==> src/core/cbt_defines.vh <==
// constants for the instruction length and machine-cycle timing block
`ifndef CBT_DEFINES_VH
`define CBT_DEFINES_VH

// core clocks per machine cycle, as the last phase index
`define CBT_PHASE_LAST 2'h3
`define CBT_PC_RESET 16'h0000

// instruction classes presented on the class input
`define CBT_C_IDLE 6'h00
`define CBT_C_XDATA 6'h01
`define CBT_C_EXT_POINTER_REGISTER_IMM 6'h02
`define CBT_C_CODE_EXT_POINTER_REGISTER 6'h03
`define CBT_C_CODE_PC 6'h04
`define CBT_C_MOV_A_REG 6'h05
`define CBT_C_MOV_A_DIR 6'h06
`define CBT_C_MOV_DIR_REG 6'h07
`define CBT_C_MOV_DIR_DIR 6'h08
`define CBT_C_MOV_IMM_REG 6'h09
`define CBT_C_STACK 6'h0A
`define CBT_C_SWAP_REG 6'h0B
`define CBT_C_SWAP_DIR 6'h0C
`define CBT_C_BIT_TO_C 6'h0D
`define CBT_C_C_TO_BIT 6'h0E
`define CBT_C_BIT_LOGIC 6'h0F
`define CBT_C_CARRY_OP 6'h10
`define CBT_C_BIT_OP 6'h11
`define CBT_C_JC 6'h12
`define CBT_C_JNC 6'h13
`define CBT_C_JB 6'h14
`define CBT_C_JNB 6'h15
`define CBT_C_JBC 6'h16
`define CBT_C_SCALL 6'h17
`define CBT_C_LONG_CALL 6'h18
`define CBT_C_SUB_EXIT 6'h19
`define CBT_C_INT_EXIT 6'h1A
`define CBT_C_RELATIVE_BRANCH_ABS 6'h1B
`define CBT_C_LONG_BRANCH 6'h1C
`define CBT_C_REL_JMP 6'h1D
`define CBT_C_IDX_JMP 6'h1E
`define CBT_C_JZ 6'h1F
`define CBT_C_JNZ 6'h20
`define CBT_C_CMP_BR 6'h21
`define CBT_C_COUNT_DOWN_BRANCH_REG 6'h22
`define CBT_C_COUNT_DOWN_BRANCH_DIR 6'h23

// lengths in bytes and machine cycles
`define CBT_LEN1 2'h1
`define CBT_LEN2 2'h2
`define CBT_LEN3 2'h3
`define CBT_MC1 2'h1
`define CBT_MC2 2'h2

// target kinds
`define CBT_T_NONE 3'h0
`define CBT_T_REL 3'h1
`define CBT_T_ABS11 3'h2
`define CBT_T_ABS16 3'h3
`define CBT_T_IDX 3'h4
`define CBT_T_RET 3'h5

// branch conditions
`define CBT_K_NEVER 4'h0
`define CBT_K_ALWAYS 4'h1
`define CBT_K_CARRY 4'h2
`define CBT_K_NCARRY 4'h3
`define CBT_K_BIT 4'h4
`define CBT_K_NBIT 4'h5
`define CBT_K_ZERO 4'h6
`define CBT_K_NZERO 4'h7
`define CBT_K_NEQ 4'h8
`define CBT_K_COUNT_DOWN_BRANCH 4'h9

// operand value that decrements to zero
`define CBT_COUNT_DOWN_BRANCH_LAST 8'h01
`define CBT_ZERO8 8'h00

`endif

==> src/core/cbt_decode.v <==
// class decoder: byte length, machine cycles, target kind and condition
`timescale 1ns/10ps
`default_nettype none
`include "cbt_defines.vh"
module cbt_decode (
    // class in
    input wire [5:0] insn_class,
    // decoded timing and flow
    output reg [1:0] len,
    output reg [1:0] cycles,
    output reg [2:0] tgt_kind,
    output reg [3:0] cond,
    output reg known
);
always @* begin
    len = `CBT_LEN1;
    cycles = `CBT_MC1;
    tgt_kind = `CBT_T_NONE;
    cond = `CBT_K_NEVER;
    known = 1'b1;
    case (insn_class)
        `CBT_C_IDLE: begin
            len = `CBT_LEN1;
        end
        `CBT_C_XDATA: begin
            cycles = `CBT_MC2;
        end
        `CBT_C_EXT_POINTER_REGISTER_IMM: begin
            len = `CBT_LEN3;
            cycles = `CBT_MC2;
        end
        `CBT_C_CODE_EXT_POINTER_REGISTER, `CBT_C_CODE_PC: begin
            cycles = `CBT_MC2;
        end
        `CBT_C_MOV_A_REG: begin
            len = `CBT_LEN1;
        end
        `CBT_C_MOV_A_DIR: begin
            len = `CBT_LEN2;
        end
        `CBT_C_MOV_DIR_REG: begin
            len = `CBT_LEN2;
            cycles = `CBT_MC2;
        end
        `CBT_C_MOV_DIR_DIR: begin
            len = `CBT_LEN3;
            cycles = `CBT_MC2;
        end
        `CBT_C_MOV_IMM_REG: begin
            len = `CBT_LEN2;
        end
        `CBT_C_STACK: begin
            len = `CBT_LEN2;
            cycles = `CBT_MC2;
        end
        `CBT_C_SWAP_REG: begin
            len = `CBT_LEN1;
        end
        `CBT_C_SWAP_DIR: begin
            len = `CBT_LEN2;
        end
        `CBT_C_BIT_TO_C: begin
            len = `CBT_LEN2;
        end
        `CBT_C_C_TO_BIT: begin
            len = `CBT_LEN2;
            cycles = `CBT_MC2;
        end
        `CBT_C_BIT_LOGIC: begin
            len = `CBT_LEN2;
            cycles = `CBT_MC2;
        end
        `CBT_C_CARRY_OP: begin
            len = `CBT_LEN1;
        end
        `CBT_C_BIT_OP: begin
            len = `CBT_LEN2;
        end
        `CBT_C_JC, `CBT_C_JNC: begin
            len = `CBT_LEN2;
            cycles = `CBT_MC2;
            tgt_kind = `CBT_T_REL;
            cond = (insn_class == `CBT_C_JC) ? `CBT_K_CARRY : `CBT_K_NCARRY;
        end
        `CBT_C_JB, `CBT_C_JBC: begin
            len = `CBT_LEN3;
            cycles = `CBT_MC2;
            tgt_kind = `CBT_T_REL;
            cond = `CBT_K_BIT;
        end
        `CBT_C_JNB: begin
            len = `CBT_LEN3;
            cycles = `CBT_MC2;
            tgt_kind = `CBT_T_REL;
            cond = `CBT_K_NBIT;
        end
        `CBT_C_SCALL, `CBT_C_RELATIVE_BRANCH_ABS: begin
            len = `CBT_LEN2;
            cycles = `CBT_MC2;
            tgt_kind = `CBT_T_ABS11;
            cond = `CBT_K_ALWAYS;
        end
        `CBT_C_LONG_CALL, `CBT_C_LONG_BRANCH: begin
            len = `CBT_LEN3;
            cycles = `CBT_MC2;
            tgt_kind = `CBT_T_ABS16;
            cond = `CBT_K_ALWAYS;
        end
        `CBT_C_SUB_EXIT, `CBT_C_INT_EXIT: begin
            len = `CBT_LEN1;
            cycles = `CBT_MC2;
            tgt_kind = `CBT_T_RET;
            cond = `CBT_K_ALWAYS;
        end
        `CBT_C_REL_JMP: begin
            len = `CBT_LEN2;
            cycles = `CBT_MC2;
            tgt_kind = `CBT_T_REL;
            cond = `CBT_K_ALWAYS;
        end
        `CBT_C_IDX_JMP: begin
            len = `CBT_LEN1;
            cycles = `CBT_MC2;
            tgt_kind = `CBT_T_IDX;
            cond = `CBT_K_ALWAYS;
        end
        `CBT_C_JZ, `CBT_C_JNZ: begin
            len = `CBT_LEN2;
            cycles = `CBT_MC2;
            tgt_kind = `CBT_T_REL;
            cond = (insn_class == `CBT_C_JZ) ? `CBT_K_ZERO : `CBT_K_NZERO;
        end
        `CBT_C_CMP_BR: begin
            len = `CBT_LEN3;
            cycles = `CBT_MC2;
            tgt_kind = `CBT_T_REL;
            cond = `CBT_K_NEQ;
        end
        `CBT_C_COUNT_DOWN_BRANCH_REG, `CBT_C_COUNT_DOWN_BRANCH_DIR: begin
            len = (insn_class == `CBT_C_COUNT_DOWN_BRANCH_REG) ? `CBT_LEN2 : `CBT_LEN3;
            cycles = `CBT_MC2;
            tgt_kind = `CBT_T_REL;
            cond = `CBT_K_COUNT_DOWN_BRANCH;
        end
        default: begin
            // unknown class runs as a one-byte, one-cycle idle
            known = 1'b0;
        end
    endcase
end
endmodule
`default_nettype wire

==> src/core/cbt_mc_timer.v <==
// machine-cycle timer: four core clocks per cycle, frozen by stalls
`timescale 1ns/10ps
`default_nettype none
`include "cbt_defines.vh"
module cbt_mc_timer (
    // clock and reset
    input wire clk,
    input wire rst,
    // control
    input wire start,
    input wire [1:0] cycles,
    input wire stall,
    // status
    output wire mc_tick,
    output wire done
);
reg run_r;
reg [1:0] phase_r;
reg [1:0] mc_r;
reg [1:0] last_r;
wire adv;
assign adv = run_r && !stall;
assign mc_tick = adv && (phase_r == `CBT_PHASE_LAST);
assign done = mc_tick && (mc_r == last_r);
always @(posedge clk or posedge rst) begin
    if (rst) begin
        run_r <= 1'b0;
        phase_r <= 2'h0;
        mc_r <= 2'h0;
        last_r <= 2'h0;
    end else if (start) begin
        run_r <= 1'b1;
        phase_r <= 2'h0;
        mc_r <= 2'h0;
        last_r <= cycles - 2'h1;
    end else if (adv) begin
        // a stall holds the phase, so the machine cycle stretches
        phase_r <= phase_r + 2'h1;
        if (mc_tick) begin
            mc_r <= mc_r + 2'h1;
        end
        if (done) begin
            run_r <= 1'b0;
        end
    end
end
endmodule
`default_nettype wire

==> src/core/cbt_core.v <==
// instruction timing and program-counter flow for transfer, bit and branch groups
// Behaviour
// - external data transfers: 1 byte, 2 cycles
// - pointer immediate load: 3 bytes, 2 cycles
// - code byte read: 1 byte, 2 cycles
// - accumulator copies take one cycle, 1/2 bytes
// - direct with register/indirect copy: 2/2
// - direct-direct or immediate-direct copy: 3/2
// - immediate into register/indirect: 2 bytes, 1 cycle
// - stack store and remove: 2/2
// - swaps take one cycle, 1/2 bytes
// - bit to carry 2/1, carry to bit 2/2
// - bit logic into carry: 2/2
// - carry ops 1/1, bit ops 2/1
// - carry branches 2/2, taken or not
// - bit branches 3/2, clear variant clears bit
// - calls, returns, jumps all take two cycles
// - indexed branch: accumulator plus pointer, 1/2
// - zero-test branches: 2/2
// - compare branch jumps on unequal: 3/2
// - count-down branch 2 or 3 bytes, 2 cycles
// - machine cycle is four clocks, stretched by stalls
// - relative offset is signed 8-bit, added
`timescale 1ns/10ps
`default_nettype none
`include "cbt_defines.vh"
module cbt_core (
    // clock and reset
    input wire MCLK,
    input wire RST,
    // instruction issue
    input wire START,
    input wire [5:0] INSN_CLASS,
    input wire [7:0] OPND1,
    input wire [7:0] OPND2,
    input wire [2:0] ADDR11_HI,
    // execution context
    input wire [7:0] ACC_VAL,
    input wire [15:0] PTR_VAL,
    input wire [15:0] RET_ADDR,
    input wire CARRY,
    input wire BIT_VAL,
    input wire CMP_NE,
    input wire [7:0] DEC_SRC,
    // prefetch stall
    input wire STALL,
    // program counter preset
    input wire PC_SET,
    input wire [15:0] PC_VALUE,
    // status and results
    output reg BUSY,
    output reg DONE,
    output reg MC_TICK,
    output reg [15:0] PC,
    output reg [1:0] INSN_LEN,
    output reg [1:0] INSN_MC,
    output reg TAKEN,
    output reg CLASS_ERR,
    output reg BIT_CLR,
    output reg CODE_RD,
    output reg [15:0] CODE_ADDR
);

////////////////////////////////////////////////////////////////////////////////
// decode and timing

wire [1:0] dec_len;
wire [1:0] dec_cycles;
wire [2:0] dec_tgt;
wire [3:0] dec_cond;
wire dec_known;
wire tmr_tick;
wire tmr_done;
wire accept;

assign accept = START && !BUSY;

cbt_decode u_decode (
    .insn_class(INSN_CLASS),
    .len(dec_len),
    .cycles(dec_cycles),
    .tgt_kind(dec_tgt),
    .cond(dec_cond),
    .known(dec_known)
);

cbt_mc_timer u_timer (
    .clk(MCLK),
    .rst(RST),
    .start(accept),
    .cycles(dec_cycles),
    .stall(STALL),
    .mc_tick(tmr_tick),
    .done(tmr_done)
);

////////////////////////////////////////////////////////////////////////////////
// operands captured at issue, so later input changes cannot disturb flow

reg [5:0] class_r;
reg [1:0] len_r;
reg [2:0] tgt_r;
reg [3:0] cond_r;
reg [7:0] op1_r;
reg [7:0] op2_r;
reg [2:0] hi3_r;
reg [7:0] acc_r;
reg [15:0] ptr_r;
reg [15:0] ret_r;
reg carry_r;
reg bit_r;
reg ne_r;
reg [7:0] dec_r;

always @(posedge MCLK or posedge RST) begin
    if (RST) begin
        class_r <= `CBT_C_IDLE;
        len_r <= `CBT_LEN1;
        tgt_r <= `CBT_T_NONE;
        cond_r <= `CBT_K_NEVER;
        op1_r <= 8'h00;
        op2_r <= 8'h00;
        hi3_r <= 3'h0;
        acc_r <= 8'h00;
        ptr_r <= 16'h0000;
        ret_r <= 16'h0000;
        carry_r <= 1'b0;
        bit_r <= 1'b0;
        ne_r <= 1'b0;
        dec_r <= 8'h00;
    end else if (accept) begin
        class_r <= INSN_CLASS;
        len_r <= dec_len;
        tgt_r <= dec_tgt;
        cond_r <= dec_cond;
        op1_r <= OPND1;
        op2_r <= OPND2;
        hi3_r <= ADDR11_HI;
        acc_r <= ACC_VAL;
        ptr_r <= PTR_VAL;
        ret_r <= RET_ADDR;
        carry_r <= CARRY;
        bit_r <= BIT_VAL;
        ne_r <= CMP_NE;
        dec_r <= DEC_SRC;
    end
end

////////////////////////////////////////////////////////////////////////////////
// next program counter

reg [15:0] pc_seq;
reg [7:0] rel_byte;
reg [15:0] rel_tgt;
reg [15:0] tgt_addr;
reg take;
reg [15:0] pc_nxt;
reg [15:0] code_nxt;

always @* begin
    pc_seq = PC + {14'h0000, len_r};
    // the offset sits last in the instruction
    rel_byte = (len_r == `CBT_LEN3) ? op2_r : op1_r;
    rel_tgt = pc_seq + {{8{rel_byte[7]}}, rel_byte};
    case (tgt_r)
        `CBT_T_REL: begin
            tgt_addr = rel_tgt;
        end
        `CBT_T_ABS11: begin
            tgt_addr = {pc_seq[15:11], hi3_r, op1_r};
        end
        `CBT_T_ABS16: begin
            tgt_addr = {op1_r, op2_r};
        end
        `CBT_T_IDX: begin
            tgt_addr = ptr_r + {8'h00, acc_r};
        end
        `CBT_T_RET: begin
            tgt_addr = ret_r;
        end
        default: begin
            tgt_addr = pc_seq;
        end
    endcase
    case (cond_r)
        `CBT_K_ALWAYS: begin
            take = 1'b1;
        end
        `CBT_K_CARRY: begin
            take = carry_r;
        end
        `CBT_K_NCARRY: begin
            take = !carry_r;
        end
        `CBT_K_BIT: begin
            take = bit_r;
        end
        `CBT_K_NBIT: begin
            take = !bit_r;
        end
        `CBT_K_ZERO: begin
            take = (acc_r == `CBT_ZERO8);
        end
        `CBT_K_NZERO: begin
            take = (acc_r != `CBT_ZERO8);
        end
        `CBT_K_NEQ: begin
            take = ne_r;
        end
        `CBT_K_COUNT_DOWN_BRANCH: begin
            take = (dec_r != `CBT_COUNT_DOWN_BRANCH_LAST);
        end
        default: begin
            take = 1'b0;
        end
    endcase
    pc_nxt = take ? tgt_addr : pc_seq;
    // program-counter relative reads use the address past the read itself
    if (class_r == `CBT_C_CODE_PC) begin
        code_nxt = pc_seq + {8'h00, acc_r};
    end else begin
        code_nxt = ptr_r + {8'h00, acc_r};
    end
end

////////////////////////////////////////////////////////////////////////////////
// next values of the registered outputs

reg is_code_rd;
reg busy_nxt;
reg done_nxt;
reg tick_nxt;
reg clr_nxt;
reg rd_nxt;
reg [15:0] pc_out_nxt;
reg taken_nxt;
reg [15:0] code_addr_nxt;

always @* begin
    is_code_rd = (class_r == `CBT_C_CODE_EXT_POINTER_REGISTER) || (class_r == `CBT_C_CODE_PC);
    // start is refused while busy, so accept and finish never meet
    busy_nxt = BUSY;
    if (accept) begin
        busy_nxt = 1'b1;
    end else if (tmr_done) begin
        busy_nxt = 1'b0;
    end
    done_nxt = tmr_done;
    tick_nxt = tmr_tick;
    // only a bit found set is cleared, once the jump is decided
    clr_nxt = tmr_done && (class_r == `CBT_C_JBC) && bit_r;
    rd_nxt = tmr_done && is_code_rd;
    pc_out_nxt = PC;
    taken_nxt = TAKEN;
    code_addr_nxt = CODE_ADDR;
    // the result beats a preset; a preset while busy is dropped
    if (tmr_done) begin
        pc_out_nxt = pc_nxt;
        taken_nxt = take;
        if (is_code_rd) begin
            code_addr_nxt = code_nxt;
        end
    end else if (PC_SET && !BUSY) begin
        pc_out_nxt = PC_VALUE;
    end
end

////////////////////////////////////////////////////////////////////////////////
// outputs, all registered

always @(posedge MCLK or posedge RST) begin
    if (RST) begin
        BUSY <= 1'b0;
        DONE <= 1'b0;
        MC_TICK <= 1'b0;
        PC <= `CBT_PC_RESET;
        INSN_LEN <= `CBT_LEN1;
        INSN_MC <= `CBT_MC1;
        TAKEN <= 1'b0;
        CLASS_ERR <= 1'b0;
        BIT_CLR <= 1'b0;
        CODE_RD <= 1'b0;
        CODE_ADDR <= 16'h0000;
    end else begin
        BUSY <= busy_nxt;
        DONE <= done_nxt;
        MC_TICK <= tick_nxt;
        BIT_CLR <= clr_nxt;
        CODE_RD <= rd_nxt;
        PC <= pc_out_nxt;
        TAKEN <= taken_nxt;
        CODE_ADDR <= code_addr_nxt;
        // length and class stay up until the next accept
        if (accept) begin
            INSN_LEN <= dec_len;
            INSN_MC <= dec_cycles;
            CLASS_ERR <= !dec_known;
        end
    end
end

endmodule
`default_nettype wire

==> config.mk <==
export PLATFORM = sky130hd
export DESIGN_NAME = cbt_core
export DESIGN_NICKNAME = d
export VERILOG_FILES = /design/src/core/cbt_decode.v /design/src/core/cbt_mc_timer.v /design/src/core/cbt_core.v
export VERILOG_INCLUDE_DIRS = /design/src /design/src/core
export SDC_FILE = /design/constraint.sdc
export NUM_CORES = 1
export LEC_CHECK = 0
export BUFFER_PORTS_ARGS = -buffer_cell sky130_fd_sc_hd__buf_2
export CORE_ASPECT_RATIO = 0.8
export CORE_MARGIN = 4
export CORE_UTILIZATION = 62
export DETAILED_ROUTE_END_ITERATION = 10
export PLACE_DENSITY_LB_ADDON = 0.25
export SLEW_MARGIN = 20
export SYNTH_ARGS = -nofsm -noshare
export SYNTH_HDL_FRONTEND = slang
export SYNTH_HIERARCHICAL = 1
export SYNTH_SLANG_ARGS = --single-unit
==> constraint.sdc <==
create_clock -name MCLK -period 7.58 [get_ports MCLK]
set_clock_uncertainty 0.15 [all_clocks]
set_input_delay 0.379 -clock MCLK [delete_from_list [all_inputs] [get_ports MCLK]]
set_output_delay 0.379 -clock MCLK [all_outputs]
set_load 0.1 [all_outputs]
# --- After elaboration in Yosys (flattened, before gate mapping) ---
# Index checks and enable logic that the tools add are counted.
word_totals:
  register_bits: 133
  inputBits: 97
  wordCells: 152
classes:
  eq_ne: 56
  n_mux: 24
  n_addsub: 7
  n_reduce_logical: 37
op_table:
  columns: ["op", "count"]
  rows:
  - ["$eq 6x5->1 const B", 17]
  - ["$pmux 16 s5", 1]
  - ["$mux 16", 4]
  - ["$eq 6x4->1 const B", 8]
  - ["$reduce_or 36->1", 1]
  - ["$add 16x8->16", 2]
  - ["$eq 6x3->1 const B", 5]
  - ["$pmux 4 s7", 1]
  - ["$reduce_or 27->1", 1]
  - ["$eq 6x6->1 const B", 4]
  - ["$eq 6x2->1 const B", 3]
  - ["$add 16x16->16", 1]
  - ["$add 16x2->16", 1]
  - ["$eq 4x3->1 const B", 4]
  - ["$reduce_or 16->1", 1]
  - ["$reduce_or 8->1", 2]
  - ["$pmux 3 s5", 1]
  - ["$reduce_or 2->1", 7]
  - ["$mux 2", 6]
  - ["$reduce_or 11->1", 1]
  - ["$pmux 1 s9", 1]
  - ["$eq 4x2->1 const B", 2]
  - ["$eq 4x4->1 const B", 2]
  - ["$logic_and 1x1->1", 8]
  - ["other kinds (20)", 40]

# --- Depth between registers and ports, before layout ---
logic_depth:
  ltp_word: 7
  ltp_mapped: 14

# --- Cells and area by module ---
# The synthesis kept the hierarchy.
modules_own_cells:
  columns: ["mod", "cells_each", "instances", "area_each_um2"]
  rows:
  - ["cbt_core", 972, 1, 8052.7]
  - ["cbt_decode", 73, 1, 503.0]
  - ["cbt_mc_timer", 30, 1, 346.6]

# --- Worst setup path before layout ---
# OpenSTA, ideal clock, no wires.
synth_timing:
  kind: "register to register"
  from: "reg PC[0]"
  to: "reg CODE_ADDR[11]"
  arrival_ns: 4.127
  setup_slack_ns: 3.220
  setup_time_ns: 0.083
  n_path_buf: 0
  stages_incl_launch_ff: 15
  synth_period_minus_slack_ns: 4.360
  path_cell_list: "dfrtp_1 > ha_1 > fa_1 > nand3_1 > xnor2_1 > ha_1 > and3_1 > a2111oi_1 > nand3_1 > a31o_2 > maj3_1 > nand3_1 > xnor2_1 > mux2i_1 > o21ai_0"
synth_via:
  elab_chain_len: 3
synth_lines:
  columns: ["item", "line", "source"]
  rows:
  - ["start: declaration", "cbt_core.v:54", "output reg [15:0] PC,"]
  - ["start signal: assignment", "cbt_core.v:276", "PC <= `CBT_PC_RESET;"]
  - ["start signal: assignment", "cbt_core.v:290", "PC <= pc_out_nxt;"]
  - ["$add 16x2->16", "cbt_core.v:161", "pc_seq = PC + {14'h0000, len_r};"]
  - ["$add 16x8->16", "cbt_core.v:220", "code_nxt = pc_seq + {8'h00, acc_r};"]
  - ["$mux 16", "cbt_core.v:219", "if (class_r == `CBT_C_CODE_PC) begin"]
  - ["end signal: assignment", "cbt_core.v:292", "CODE_ADDR <= code_addr_nxt;"]
  - ["end: declaration", "cbt_core.v:61", "output reg [15:0] CODE_ADDR"]
# Every way passes these cells.
# A chain may end at the register's enable or synchronous reset.

==> metrics.txt <==
status finished, final reports clean; drt wl/cell ~21 µm; gr ovfl total 0; vias 8,914; PwrDens approximately 550 nW/µm²; share of the synthesized area in the top cell type 0.3682; Async SR Flop Fraction 1.000; min-delay worst type input port to flop; post-CTS setup buffers 0; vias in the first global route 8,427; warnings from Yosys 6; post-synth cell types 87; Initial Utilization 0.6456; All-Layer GR Usage 0.3757; post-synth top area cell dfrtp_1; Worst EP arrival ~4.7 ns; end of the critical path CODE_ADDR[15]; Startpoint Class flop; Post-Syn Area per Cell 8.281 µm²; Setup TNS 0 ns; synth cell count leaders 323 x nand2_1, 131 x dfrtp_1, 61 x o21ai_0; antenna violations before repair 0; drt initial violations 1,240; largest net degree at the start of global routing 86; later-pin clock latency in the skew report 0.44 ns; Setup violations, final 0; maximum vdd drop 418.6 µV; H-tree depth 4; reg-to-reg setup timing slack 3.07 ns; register area share after synthesis 0.3741; fin crit period roughly 4.5 ns; via density per instance between 6 and 7; Area growth syn-to-layout 17.60%; Worst Reg-to-Reg Cells 14; final worst path period share 0.5946; Post-Syn Area approximately 9000 µm²; DRC violations left 0; Req. time, crit path about 7.8 ns; TritonCTS clock tree yes; total routed wirelength 29.92 mm; endpoints failing hold 0; PortBufs about 140; die width 142.0 µm; I/O pins 140; critical path class flop to flop; Root Buffer clkbuf_16; NumNets Final around 1,300; Synth Flop Type dfrtp_1; core area 13,790 µm²; n_diodes 0; Total Die Area 16,350 µm²; post-cts repair resize count 0; layout cells sized above 1 0.1801; most common cell in the netlist nand2_1; syn nets 1,208; Worst setup startpoint INSN_LEN[0]; Critical R2R Launch INSN_LEN[0]; total power 5.748 mW; Post-synth EDFFs 0; worst-path maximum fanout 7; clock buffer depth 2; Worst-path clk slew 0.06 ns; RSZ-0062 raised after global routing no; flops & latches, synth ~130; Slew HR 0.2983; routability cong. 1.051; CTS Buf Count 17; row count 38; clock net sink count 133; Slew @ Worst Pin 1.048 ns; leak pwr approximately 5 nW; DP HPWL 20.12 mm; # Max-Cap Violations 0; post-route ant nets 0; first-pass GRT wire length 47.26 mm; Cells after Synth about 1,100; Synth area leaders dfrtp_1 37%, nand2_1 14%, ha_1 4.5%; Max Freq 221.9 MHz; R2R Path End CODE_ADDR[15]; max-slew violation count 0; die height 115.2 µm; DRT Pass-1 Iters 6; Final Core Density 0.7593; CP Capture Type flop
cell families (layout without fill, tap and decap cells):
group                      count (synthesis)  in the layout  synth area share
AOI/OAI and AO/OA                        223            223            0.1744
xor gates and xnor gates                  62             62           0.06339
adders and majority gates                 39             39           0.05748
buffers and inverters                     87            239           0.04427
DFF                                      133            133            0.3741
muxes                                     34             34           0.03949
and+or+nand+nor                          497            497            0.2468
layout make-up:
type,instances,area (µm²)
Sequential cell,133,3331
Multi-Input combinational cell,855,5187
Inverter,28,107.6
Tap cell,180,225.2
Fill cell,964,3319
Clock inverter,11,78.83
Timing Repair Buffer,179,1079
Clock buffer,21,460.4
state kept, by name, summed over array words and instances (netlist names), 3 cells and up:
| register | flops |
|---|---|
| CODE_ADDR | 16 |
| cond_r | 4 |
| op1_r | 8 |
| ret_r | 16 |
| op2_r | 8 |
| hi3_r | 3 |
| PC | 16 |
| class_r | 6 |
| acc_r | 8 |
| ptr_r | 16 |
| tgt_r | 3 |
| dec_r | 8 |
what timing repair did:
action / 4_1_cts / 5_1_grt
hold buffers: 33 / 0
setup endpoints to repair: 0 / 0
hold endpoints to repair: 39 / 0
per-stage QoR:
stage,worst slack (ns),std cells,cell area (µm²),hold WS [ns]
4_1_cts,3.153,1407,10470,0.0008806
6_report,3.073,1407,10470,0.003683
2_1_floorplan,3.220,1075,8902,0.03240
3_5_place_dp,3.323,1342,9599,0.1975
3_3_place_gp,3.502,1342,9599,0.1920
5_1_grt,2.910,1407,10470,0.005399
critical path, stage by stage (launching register included):
cell and delay, ns:
dfstp_2 0.57, ha_1 0.24, fa_1 0.35, nand3_1 0.13
xnor2_1 0.29, ha_1 0.34, and3_1 0.19, a2111oi_1 0.65
nand3_1 0.15, a31o_2 0.29, maj3_1 0.40, nand3_1 0.12
xor2_1 0.16, o21ai_0 0.11, o21ai_0 0.25
layer usage:
metal | part of all wire | track usage | vias up | wire (µm)
met5 | 0 | 0 | - | 0
met4 | 0.027 | 0.1145 | 0 | 822
met2 | 0.43 | 0.5527 | 606 | 12720
met3 | 0.12 | 0.08690 | 74 | 3535
met1 | 0.43 | 0.5562 | 4220 | 12840
li1 | - | - | 4014 | -
worst min-delay path by stage:
| stage | startpoint | end | depth (start not counted) |
|---|---|---|---|
| final | PTR_VAL[5] | ptr_r[5] | 3 |
| after global routing | PTR_VAL[2] | ptr_r[2] | 3 |
| after detailed placement | RST | u_timer/phase_r[1] | 2 |
| after CTS | DEC_SRC[3] | dec_r[3] | 3 |
| after floorplan | RST | u_timer/last_r[0] | 1 |
| after global placement | RST | u_timer/last_r[1] | 2 |
where the power goes:
group / internal (mW) / total, mW / switching [mW]
Clock: 0.435 / 0.768 / 0.332
Sequential: 1.04 / 1.47 / 0.429
Combinational: 1.15 / 3.51 / 2.36
cells in the final DEF (no fill, tap or decap), types with 7 or more instances in the layout:
cell,synthesis,routed
a211oi_1,10,10
a21o_1,11,11
a21oi_1,37,37
a221oi_1,7,7
a22o_1,14,14
and3_1,17,17
buf_2,3,139
buf_4,0,7
clkbuf_16,0,17
dfrtp_1,131,131
dlygate4sd3_1,0,33
ha_1,32,32
inv_1,26,25
mux2_2,9,9
mux2i_1,25,25
nand2_1,323,322
nand2b_1,8,8
nand3_1,20,20
nand4_1,7,7
nor2_1,53,53
nor2b_1,15,14
nor3_1,12,12
o211ai_1,12,12
o21ai_0,61,61
xnor2_1,44,44
xor2_1,16,16
No activity file was read; power rests on OpenSTA's default activity.
